==> src/rtl/tcc_defs.vh <==
// Purpose: Constants for the tone cadence control block
// Assumes: 200 MHz system clock
// Notes:   Register indices on the plain register port
`ifndef TCC_DEFS_VH
`define TCC_DEFS_VH

// Register addresses (8-bit address port)
`define TCC_ADDR_CTRL      8'hDE
`define TCC_ADDR_CAD_ON    8'hE0
`define TCC_ADDR_CAD_OFF   8'hE2
`define TCC_ADDR_IRQ_STAT  8'hF0
`define TCC_ADDR_IRQ_CLR   8'hF1
`define TCC_ADDR_IRQ_EN    8'hF2

// Control byte fields
`define TCC_BIT_CAD_EN     7
`define TCC_BIT_ONE_SHOT   6
`define TCC_BIT_DP_EN      5
`define TCC_BIT_TB_EN      1
`define TCC_BIT_TA_EN      0
`define TCC_CTRL_RESET     8'h00

// Cadence timer reset values
`define TCC_CAD_ON_RESET   11'h190
`define TCC_CAD_OFF_RESET  11'h320

// Interrupt status fields
`define TCC_IRQ_CAD_DONE   0
`define TCC_IRQ_ONESHOT    1

// Cadence step: 5 ms at 200 MHz
`define TCC_STEP_MS        5
`define TCC_CLK_MHZ        200
`define TCC_STEP_CYCLES    (`TCC_STEP_MS * 1000 * `TCC_CLK_MHZ)

`endif

==> src/rtl/tcc_top.v <==
// Contract
// Control bits 7,6,5,1,0; bits 4..2 reserved
// Host writes reserved bits as zero
// Cadence off: enabled outputs steady on
// Cadence on: outputs follow on/off times
// Off-time reads show enable bits zero
// On-period end sets flag, masked interrupt
// Host may reload timer then rewrite
// Timer runs even with no enables
// Continuous mode repeats until host changes
// One-shot: tones on one on-period
// One-shot dial pulse: relay off one period
// One-shot clears enables after off-period
// One-shot interrupts at on-period end
// Dial-pulse enable toggles output pin one
// Tone B enable drives generator B
// Tone A enable drives generator A
// Control byte resets to zero
// On/off times: 11 bits, 5 ms steps
// Zero off-time keeps functions on
//
// Purpose: Signal generator control byte and cadence sequencer
// Assumes: Plain register port, read data one cycle after strobe
// Notes:   Timer runs whenever cadencing or one-shot is selected
`timescale 1ns/100ps
`default_nettype none
`include "tcc_defs.vh"

module tcc_top #(
    parameter [19:0] STEP_CYCLES = `TCC_STEP_CYCLES
) (
    // Clock and reset
    input  wire        i_clk_sys,
    input  wire        i_rst,
    // Register port
    input  wire [7:0]  i_addr,
    input  wire [15:0] i_wdata,
    input  wire        i_wr,
    input  wire        i_rd,
    output reg  [15:0] o_rdata,
    // Generator and relay controls
    output reg         o_tone_a_on,
    output reg         o_tone_b_on,
    output reg         o_gp_output_one,
    // Interrupt
    output reg         o_irq
);

    localparam ST_IDLE = 2'd0;
    localparam ST_ON   = 2'd1;
    localparam ST_OFF  = 2'd2;

    reg  [7:0]  ctrl_reg;
    reg  [7:0]  ctrl_next;
    reg  [10:0] cad_on_reg;
    reg  [10:0] cad_off_reg;
    reg  [1:0]  irq_en_reg;
    reg  [1:0]  state_reg;
    reg  [1:0]  state_next;
    reg  [10:0] step_cnt_reg;
    reg  [10:0] step_cnt_next;
    reg  [1:0]  irq_event;
    reg         restart;
    wire        step;
    wire [1:0]  irq_status;
    wire        irq_line;

    wire cad_en   = ctrl_reg[`TCC_BIT_CAD_EN];
    wire one_shot = ctrl_reg[`TCC_BIT_ONE_SHOT];

    // Reserved bits are stored as written; host keeps them zero
    function [7:0] ctrl_mask;
        input [7:0] v;
        begin
            ctrl_mask = v;
        end
    endfunction

    // Enable bits gated by the cadence phase
    function [7:0] ctrl_view;
        input [7:0] v;
        input       off_phase;
        begin
            ctrl_view = v;
            if (off_phase) begin
                ctrl_view[`TCC_BIT_DP_EN] = 1'b0;
                ctrl_view[`TCC_BIT_TB_EN] = 1'b0;
                ctrl_view[`TCC_BIT_TA_EN] = 1'b0;
            end
        end
    endfunction

    // Address decode shared by every register write target
    function reg_hit;
        input       strobe;
        input [7:0] addr;
        input [7:0] target;
        begin
            reg_hit = strobe && (addr == target);
        end
    endfunction

    // Period end test; one bit wider so a full count cannot wrap
    function period_end;
        input [10:0] cnt;
        input [10:0] limit;
        begin
            period_end = ({1'b0, cnt} + 12'h001) >= {1'b0, limit};
        end
    endfunction

    // Next step count within a period
    function [10:0] step_inc;
        input [10:0] cnt;
        begin
            step_inc = cnt + 11'h001;
        end
    endfunction

    // Read mux; write-only and unmapped addresses read as zero
    function [15:0] read_word;
        input [7:0]  addr;
        input [7:0]  ctrl;
        input [10:0] on_time;
        input [10:0] off_time;
        input [1:0]  status;
        input [1:0]  enable;
        begin
            case (addr)
                `TCC_ADDR_CTRL:     read_word = {8'h00, ctrl};
                `TCC_ADDR_CAD_ON:   read_word = {5'h00, on_time};
                `TCC_ADDR_CAD_OFF:  read_word = {5'h00, off_time};
                `TCC_ADDR_IRQ_STAT: read_word = {14'h0000, status};
                `TCC_ADDR_IRQ_EN:   read_word = {14'h0000, enable};
                default:            read_word = 16'h0000;
            endcase
        end
    endfunction

    wire wr_ctrl = reg_hit(i_wr, i_addr, `TCC_ADDR_CTRL);
    wire wr_on   = reg_hit(i_wr, i_addr, `TCC_ADDR_CAD_ON);
    wire wr_off  = reg_hit(i_wr, i_addr, `TCC_ADDR_CAD_OFF);
    wire wr_en   = reg_hit(i_wr, i_addr, `TCC_ADDR_IRQ_EN);
    wire wr_clr  = reg_hit(i_wr, i_addr, `TCC_ADDR_IRQ_CLR);

    tcc_step_div #(
        .STEP_CYCLES (STEP_CYCLES)
    ) u_div (
        .i_clk_sys (i_clk_sys),
        .i_rst     (i_rst),
        .i_restart (restart),
        .o_step    (step)
    );

    tcc_irq u_irq (
        .i_clk_sys (i_clk_sys),
        .i_rst     (i_rst),
        .i_event   (irq_event),
        .i_clear   (wr_clr ? i_wdata[1:0] : 2'h0),
        .i_enable  (irq_en_reg),
        .o_status  (irq_status),
        .o_irq     (irq_line)
    );

    // Cadence sequencer; a control write restarts it with fresh timing
    always @* begin
        state_next    = state_reg;
        step_cnt_next = step_cnt_reg;
        ctrl_next     = ctrl_reg;
        irq_event     = 2'h0;
        restart       = 1'b0;
        case (state_reg)
            ST_IDLE: begin
                step_cnt_next = 11'h000;
            end
            ST_ON: begin
                if (step) begin
                    if (period_end(step_cnt_reg, cad_on_reg)) begin
                        irq_event[`TCC_IRQ_CAD_DONE] = 1'b1;
                        irq_event[`TCC_IRQ_ONESHOT] = one_shot;
                        step_cnt_next = 11'h000;
                        if (cad_off_reg == 11'h000 && !one_shot)
                            state_next = ST_ON;
                        else
                            state_next = ST_OFF;
                    end else begin
                        step_cnt_next = step_inc(step_cnt_reg);
                    end
                end
            end
            ST_OFF: begin
                if (step) begin
                    if (period_end(step_cnt_reg, cad_off_reg)) begin
                        step_cnt_next = 11'h000;
                        if (one_shot) begin
                            ctrl_next  = 8'h00;
                            state_next = ST_IDLE;
                        end else begin
                            state_next = ST_ON;
                        end
                    end else begin
                        step_cnt_next = step_inc(step_cnt_reg);
                    end
                end
            end
            default: begin
                state_next = ST_IDLE;
            end
        endcase
        if (wr_ctrl) begin
            ctrl_next     = ctrl_mask(i_wdata[7:0]);
            restart       = 1'b1;
            step_cnt_next = 11'h000;
            if (i_wdata[`TCC_BIT_CAD_EN] || i_wdata[`TCC_BIT_ONE_SHOT])
                state_next = ST_ON;
            else
                state_next = ST_IDLE;
        end
    end

    always @(posedge i_clk_sys or posedge i_rst) begin
        if (i_rst) begin
            ctrl_reg     <= `TCC_CTRL_RESET;
            state_reg    <= ST_IDLE;
            step_cnt_reg <= 11'h000;
        end else begin
            ctrl_reg     <= ctrl_next;
            state_reg    <= state_next;
            step_cnt_reg <= step_cnt_next;
        end
    end

    // A new time applies to the period already running
    always @(posedge i_clk_sys or posedge i_rst) begin
        if (i_rst) begin
            cad_on_reg <= `TCC_CAD_ON_RESET;
        end else if (wr_on) begin
            cad_on_reg <= i_wdata[10:0];
        end
    end

    always @(posedge i_clk_sys or posedge i_rst) begin
        if (i_rst) begin
            cad_off_reg <= `TCC_CAD_OFF_RESET;
        end else if (wr_off) begin
            cad_off_reg <= i_wdata[10:0];
        end
    end

    // Enable 1 lets a status bit through, the inverse of a mask
    always @(posedge i_clk_sys or posedge i_rst) begin
        if (i_rst) begin
            irq_en_reg <= 2'h0;
        end else if (wr_en) begin
            irq_en_reg <= i_wdata[1:0];
        end
    end

    // Outputs: steady when idle with cadence off, gated when cadencing
    wire off_phase = (state_reg == ST_OFF);
    wire active    = cad_en || one_shot ? (state_reg == ST_ON) : 1'b1;
    wire [7:0] view = ctrl_view(ctrl_reg, off_phase);

    always @(posedge i_clk_sys or posedge i_rst) begin
        if (i_rst) begin
            o_tone_a_on <= 1'b0;
            o_tone_b_on <= 1'b0;
        end else begin
            o_tone_a_on <= ctrl_reg[`TCC_BIT_TA_EN] && active;
            o_tone_b_on <= ctrl_reg[`TCC_BIT_TB_EN] && active;
        end
    end

    // Relay drive high passes loop current; a break opens it
    always @(posedge i_clk_sys or posedge i_rst) begin
        if (i_rst) begin
            o_gp_output_one <= 1'b1;
        end else if (!ctrl_reg[`TCC_BIT_DP_EN]) begin
            o_gp_output_one <= 1'b1;
        end else begin
            o_gp_output_one <= !active;
        end
    end

    // Extra stage keeps the pin on a top-level flop; costs one cycle
    always @(posedge i_clk_sys or posedge i_rst) begin
        if (i_rst) begin
            o_irq <= 1'b0;
        end else begin
            o_irq <= irq_line;
        end
    end

    // Read data stand for the one cycle after the strobe, else zero
    always @(posedge i_clk_sys or posedge i_rst) begin
        if (i_rst) begin
            o_rdata <= 16'h0000;
        end else if (i_rd) begin
            o_rdata <= read_word(i_addr, view, cad_on_reg, cad_off_reg,
                                 irq_status, irq_en_reg);
        end else begin
            o_rdata <= 16'h0000;
        end
    end

endmodule // tcc_top
`default_nettype wire

==> src/rtl/tcc_step_div.v <==
// Purpose: Divides the system clock into a cadence step enable
// Assumes: One clock domain
// Notes:   Restarts when i_restart is high
`timescale 1ns/100ps
`default_nettype none
`include "tcc_defs.vh"

module tcc_step_div #(
    parameter [19:0] STEP_CYCLES = `TCC_STEP_CYCLES
) (
    // Clock and reset
    input  wire       i_clk_sys,
    input  wire       i_rst,
    // Control
    input  wire       i_restart,
    // Step pulse
    output reg        o_step
);

    reg [19:0] cnt_reg;

    always @(posedge i_clk_sys or posedge i_rst) begin
        if (i_rst) begin
            cnt_reg <= 20'h0_0000;
            o_step  <= 1'b0;
        end else if (i_restart) begin
            // Preload one: the registered pulse costs a cycle, and this
            // keeps the first step a full period after the restart
            cnt_reg <= 20'h0_0001;
            o_step  <= 1'b0;
        end else if (cnt_reg >= STEP_CYCLES - 20'h0_0001) begin
            cnt_reg <= 20'h0_0000;
            o_step  <= 1'b1;
        end else begin
            cnt_reg <= cnt_reg + 20'h0_0001;
            o_step  <= 1'b0;
        end
    end

endmodule // tcc_step_div
`default_nettype wire

==> src/rtl/tcc_irq.v <==
// Purpose: Sticky interrupt status, enable and clear
// Assumes: Events are one-cycle pulses
// Notes:   A set in the clear cycle wins over the clear
`timescale 1ns/100ps
`default_nettype none

module tcc_irq (
    // Clock and reset
    input  wire       i_clk_sys,
    input  wire       i_rst,
    // Events and software access
    input  wire [1:0] i_event,
    input  wire [1:0] i_clear,
    input  wire [1:0] i_enable,
    // Status and interrupt
    output reg  [1:0] o_status,
    output reg        o_irq
);

    wire [1:0] status_next;

    assign status_next = (o_status & ~i_clear) | i_event;

    always @(posedge i_clk_sys or posedge i_rst) begin
        if (i_rst) begin
            o_status <= 2'h0;
            o_irq    <= 1'b0;
        end else begin
            o_status <= status_next;
            o_irq    <= |(status_next & i_enable);
        end
    end

endmodule // tcc_irq
`default_nettype wire

==> config.mk <==
export PLATFORM = sky130hd
export DESIGN_NAME = tcc_top
export DESIGN_NICKNAME = d
export VERILOG_FILES = /design/src/rtl/tcc_top.v /design/src/rtl/tcc_step_div.v /design/src/rtl/tcc_irq.v
export VERILOG_INCLUDE_DIRS = /design/src /design/src/rtl
export SDC_FILE = /design/constraint.sdc
export NUM_CORES = 1
export LEC_CHECK = 0
export BUFFER_PORTS_ARGS = -buffer_cell sky130_fd_sc_hd__buf_2
export CAP_MARGIN = 20
export CORE_MARGIN = 10
export CORE_UTILIZATION = 64
export DETAILED_ROUTE_END_ITERATION = 8
export GPL_TIMING_DRIVEN = 1
export PLACE_DENSITY = 0.88
export SYNTH_ARGS = -nofsm -noshare
export SYNTH_HDL_FRONTEND = slang
export SYNTH_SLANG_ARGS = --single-unit
==> constraint.sdc <==
create_clock -name i_clk_sys -period 6.65 [get_ports i_clk_sys]
set_clock_uncertainty 0.2 [all_clocks]
set_input_delay 1.33 -clock i_clk_sys [delete_from_list [all_inputs] [get_ports i_clk_sys]]
set_output_delay 1.33 -clock i_clk_sys [all_outputs]
set_load 0.02 [all_outputs]
* After elaboration in Yosys (flattened, before gate mapping)
Cells that the tools add are included.
Word-level totals: output and inout port bits 20, register bits 89
Cells by class: reductions and logical operators 24, bitwise operators 4, magnitude comparators 3, multiplexer cells 35, equal/unequal tests 13, add/sub/neg operators 3
Operators by type and width (number):
- 2-to-1 mux 11 bit | 5
- one-hot mux 11 bit (5 select lines) | 1
- equality test 8 bit (second input constant) | 6
- 2-to-1 mux 20 bit | 2
- 2-to-1 mux 8 bit | 5
- one-hot mux 11 bit (3 select lines) | 1
- greater-or-equal comparator 12 x 11 -> 1 bit | 2
- 2-to-1 mux 2 bit | 11
- adder 20 x 1 -> 20 bit (second input constant) | 1
- greater-or-equal comparator 20 bit (second input constant) | 1
- 2-to-1 mux 16 bit | 1
- adder 11 x 1 -> 12 bit (second input constant) | 1
- adder 11 x 1 -> 11 bit (second input constant) | 1
- zero test 11 bit | 1
- inequality test 3 x 2 -> 1 bit (second input constant) | 3
- logical AND 1 bit | 8
- 2-to-1 mux 1 bit | 8
- nonzero test 2 bit | 4
- one-hot mux 2 bit (3 select lines) | 1
- AND reduction 3 bit | 2
- AND reduction 5 bit | 1
- bitwise AND 2 bit | 2
- AND reduction 4 bit | 1
- nonzero test 4 bit | 1
- other kinds (10) | 12

* Logic depth before layout (Yosys ltp)
word-level depth 8, depth in mapped cells 12

* Hierarchy
From an unflattened synthesis, not the netlist that was laid out.
Second synthesis, totals: cell total of the unflattened synthesis 462, area, all modules 4725.8 sq um
Modules (own cells, without submodules):
- tcc_top | cells each 338, seq. area each 1510.2 sq um, times used 1, area an instance 3449.6 sq um
- tcc_step_div | cells each 115, seq. area each 525.5 sq um, times used 1, area an instance 1166.1 sq um
- tcc_irq | cells each 9, seq. area each 75.1 sq um, times used 1, area an instance 110.1 sq um

* Worst setup path before layout
Ideal clock, no wire load.
kind reg-to-reg, start register step_cnt_reg[0], end register ctrl_reg[0], data arrival time 2.793 ns, library setup time 0.121 ns, period minus slack after synthesis 3.114 ns, stages on the path, launching flop included 11, slack 3.536 ns, cells stage by stage dfrtp_1 ha_1 and3_1 nor2b_1 or2_2 ha_1 nand4_1 a2111oi_4 nor3_2 o31a_1 a22o_1
Between the ends: word-level cells in the longest chain between the ends 4
Ends and longest elaborated chain:
- from (decl) | line tcc_top.v:60 | reg [10:0] step_cnt_reg;
- from (signal assigned) | line tcc_top.v:229 | step_cnt_reg <= step_cnt_next;
- adder 11 x 1 -> 12 bit | line tcc_top.v:108 | period_end = ({1'b0, cnt} + 12'h001) >= {1'b0, limit};
- greater-or-equal comparator 12 x 11 -> 1 bit | line tcc_top.v:108
- nonzero test 2 bit (no line)
- AND reduction 4 bit (no line)
- to (signal assigned) | line tcc_top.v:223 | ctrl_reg <= `TCC_CTRL_RESET;
- to (signal assigned) | line tcc_top.v:227 | ctrl_reg <= ctrl_next;
- to (decl) | line tcc_top.v:53 | reg [7:0] ctrl_reg;
Every way passes these cells. A chain may end at the register's enable or synchronous reset.

* Worst setup path in the final report
start input i_addr[0], end register cad_on_reg[3]
Between the ends: word-level cells in the longest chain between the ends 2
Ends and longest elaborated chain:
- from (decl) | line tcc_top.v:36 | input wire [7:0] i_addr,
- equality test 8 bit | line tcc_top.v:99 | reg_hit = strobe && (addr == target);
- logical AND 1 bit | line tcc_top.v:99
- to (signal assigned) | line tcc_top.v:236 | cad_on_reg <= `TCC_CAD_ON_RESET;
- to (signal assigned) | line tcc_top.v:238 | cad_on_reg <= i_wdata[10:0];
- to (decl) | line tcc_top.v:55 | reg [10:0] cad_on_reg;
Every way passes these cells.

==> metrics.yaml <==
setup_path:
  startpoint: "i_addr[0]"
  end_kind: "flop"
  crit_required_ns: 6.71
  crit_path_start_kind: "input port"
  arrival_ns: 3.69
  reg2reg_from: "step_cnt_reg[0]$_DFFE_PP0P_"
  critical_path.max_fanout: 12
  worst-setup-path-type: "in2reg"
pwr:
  leakage_uw: 0.00243
  combPwrFrac: 0.213
  ir_drop_mv: 0.195
  switchingPower_uw: 424
  clockPowerShare: 0.344
  switching_share: 0.316
  power.internal_uw: 919
  power_density_nw_per_um2: 260
  p_seq_frac: 0.443
clock_network:
  clk_root_buffer_cell: "clkbuf_8"
  htreeDepth: 3
  cts_tree: "done"
  cts_setup_buffers: 0
  insertion_delay_ns: 0.38
  clk_pin_slew_ns: 0.10
  holdBufCountCts: 0
  clock_path_buffers: 2
  clock-sinks: 84
  cts_buffers: 9
  cts_resized: 0
sta:
  finalHoldViolations: 0
  fin_crit_ns: 3.63
  timing.slew.headroom: 0.406
  finalSetupViolCount: 0
  tightest_slew_ns: 0.886
  finalMaxSlewViolations: 0
  max_freq_mhz: 276
  timing.hold.ws_ns: 0.179
  grt_setup_unrepaired: "false"
  fin_setup_tns_ns: 0
  min_period_over_period: 0.545
floorplan:
  fp.dieH_um: 105
  rows: 31
  io_pins: 48
  die_area_um2: 11100
  fp.dieW_um: 105
  start_util: 0.649
  coreArea_um2: 7180
yosys:
  yosysWarningCount: 0
  synthFlopType: "dfrtp_1"
  synth_cell_types: 63
  avgSynthCellArea_um2: 10.4
  synthArstFlopShare: 1.00
  synth-seq-cells: 84
  synth_edf_count: 0
  syn_inst: 448
  seq_area_frac_synth: 0.453
  syn_area_um2: 4660
final_layout:
  final_cell_mix: "77 x dfrtp_1, 41 x nand2_1, 37 x buf_2, 31 x inv_1, 30 x nor2_1"
  area_growth_pct: 11.0
  drive_above_1_share: 0.222
  diodes: 0
  final_common_cell: "dfrtp_1"
  nNetsFinal: 540
  largest_reg_flops: 20
  fill_cells: 483
global_route:
  antenna_found_initial: 0
  grt_pass1_vias: 3588
  grt_max_degree: 85
  grt_use_total: 0.192
  grt_pass1_wl_um: 17500
  gr-total-overflow: 0
outcome:
  status: "finished, final reports clean"
routing:
  num_vias: 3588
  drt_drc_violations_left: 0
  detail_route.wl_per_cell_um: 18.0
  ant_nets: 0
  drt_iter0_markers: 258
  drt_pass1_iterations: 6
  viasPerCell: 6.09
  routed_wl_um: 10600
run:
  drv_cap: 0
placed_design:
  place_hpwl_um: 7640
  io_buffer_count: 37
  place_congestion: 0.857
worst_hold_path:
  min_from: "u_irq.o_irq$_DFF_PP0_"
  hp-class: "reg2reg"
## power by group through the flow
stage	Combinational [uW]	Sequential [uW]	Clock, uW
floorplan	218	593	0
detailed placement	278	603	0
global placement	266	598	0
global route	314	600	481
CTS	280	593	463
finish	286	595	462
## routing by layer
layer  vias up  GRT usage  routed length [um]
li1       1669          -                   -
met1      1742      0.239                4310
met2       146      0.314                5270
met3        31     0.0414                 752
met4         0     0.0892                 256
met5         -          0                   0
## final timing paths
| path | end | slack [ns] | cells after the start |
|---|---|---|---|
| hold / removal | o_irq$_DFF_PP0_ | 0.18 | 0 |
| min in group asynchronous | u_irq.o_irq$_DFF_PP0_ | 0.68 | 3 |
| setup reg to reg | ctrl_reg[4]$_DFFE_PP0P_ | 3.12 | 10 |
| hold reg to reg | o_irq$_DFF_PP0_ | 0.18 | 0 |
| max in group asynchronous | cad_on_reg[4]$_DFFE_PP1P_ | 4.94 | 4 |
| setup / recovery | cad_on_reg[3]$_DFFE_PP0P_ | 3.02 | 5 |
## per-stage QoR
step | utilization | cell area [um2] | instances | total power (uW) | setup WS, ns
floorplan | - | 4670 | 452 | 811 | 2.97
global placement | 0.681 | 4890 | 572 | 864 | 2.76
detailed placement | 0.681 | 4890 | 572 | 881 | 2.69
CTS | 0.716 | 5140 | 588 | 1340 | 3.06
global route | 0.720 | 5170 | 589 | 1390 | 2.90
finish | 0.720 | 5170 | 589 | 1340 | 3.02
## Yosys cell counts, types with 7 or more instances
master	n	area (um2)
dfstp_2	7	184
ha_1	27	338
xor2_1	12	105
a21oi_1	12	60.1
buf_2	7	35.0
o21ai_1	9	45.0
nor2_1	30	113
and3_1	12	75.1
mux2_2	27	304
nor2b_1	7	43.8
a22o_1	10	87.6
a22oi_1	10	75.1
inv_1	32	120
dfrtp_1	77	1930
nand4_1	9	56.3
nand3_1	20	100
nand2_1	41	154
xnor2_1	12	105
## critical path, stage by stage
cell and delay, ns:
buf_2 0.13, nor4_4 0.39, nor3b_2 0.80, nand2_1 0.59, mux2_2 0.45
## kinds of logic (layout without fill, tap and decap cells)
| kind of cell | Yosys count | count (layout) | synth area share |
|---|---|---|---|
| simple gates | 154 | 154 | 0.179 |
| flops | 84 | 84 | 0.453 |
| compound gates | 82 | 82 | 0.137 |
| buf+inv | 49 | 87 | 0.0470 |
| fa+ha+maj | 27 | 27 | 0.0726 |
| mux | 27 | 27 | 0.0653 |
| xor+xnor | 24 | 24 | 0.0451 |
| other cells | 1 | 5 | 0.000805 |
## area by class of cell
cell class	count	area [um2]	share of cell area
clock inverters	7	128	0.0247
flip-flops and latches	84	2110	0.408
clock buffers	9	124	0.0240
repair buffers	39	220	0.0426
multi-input cells	319	2340	0.453
inverters	32	121	0.0235
well taps	99	124	0.0240
(Power assumes the default switching activity.)
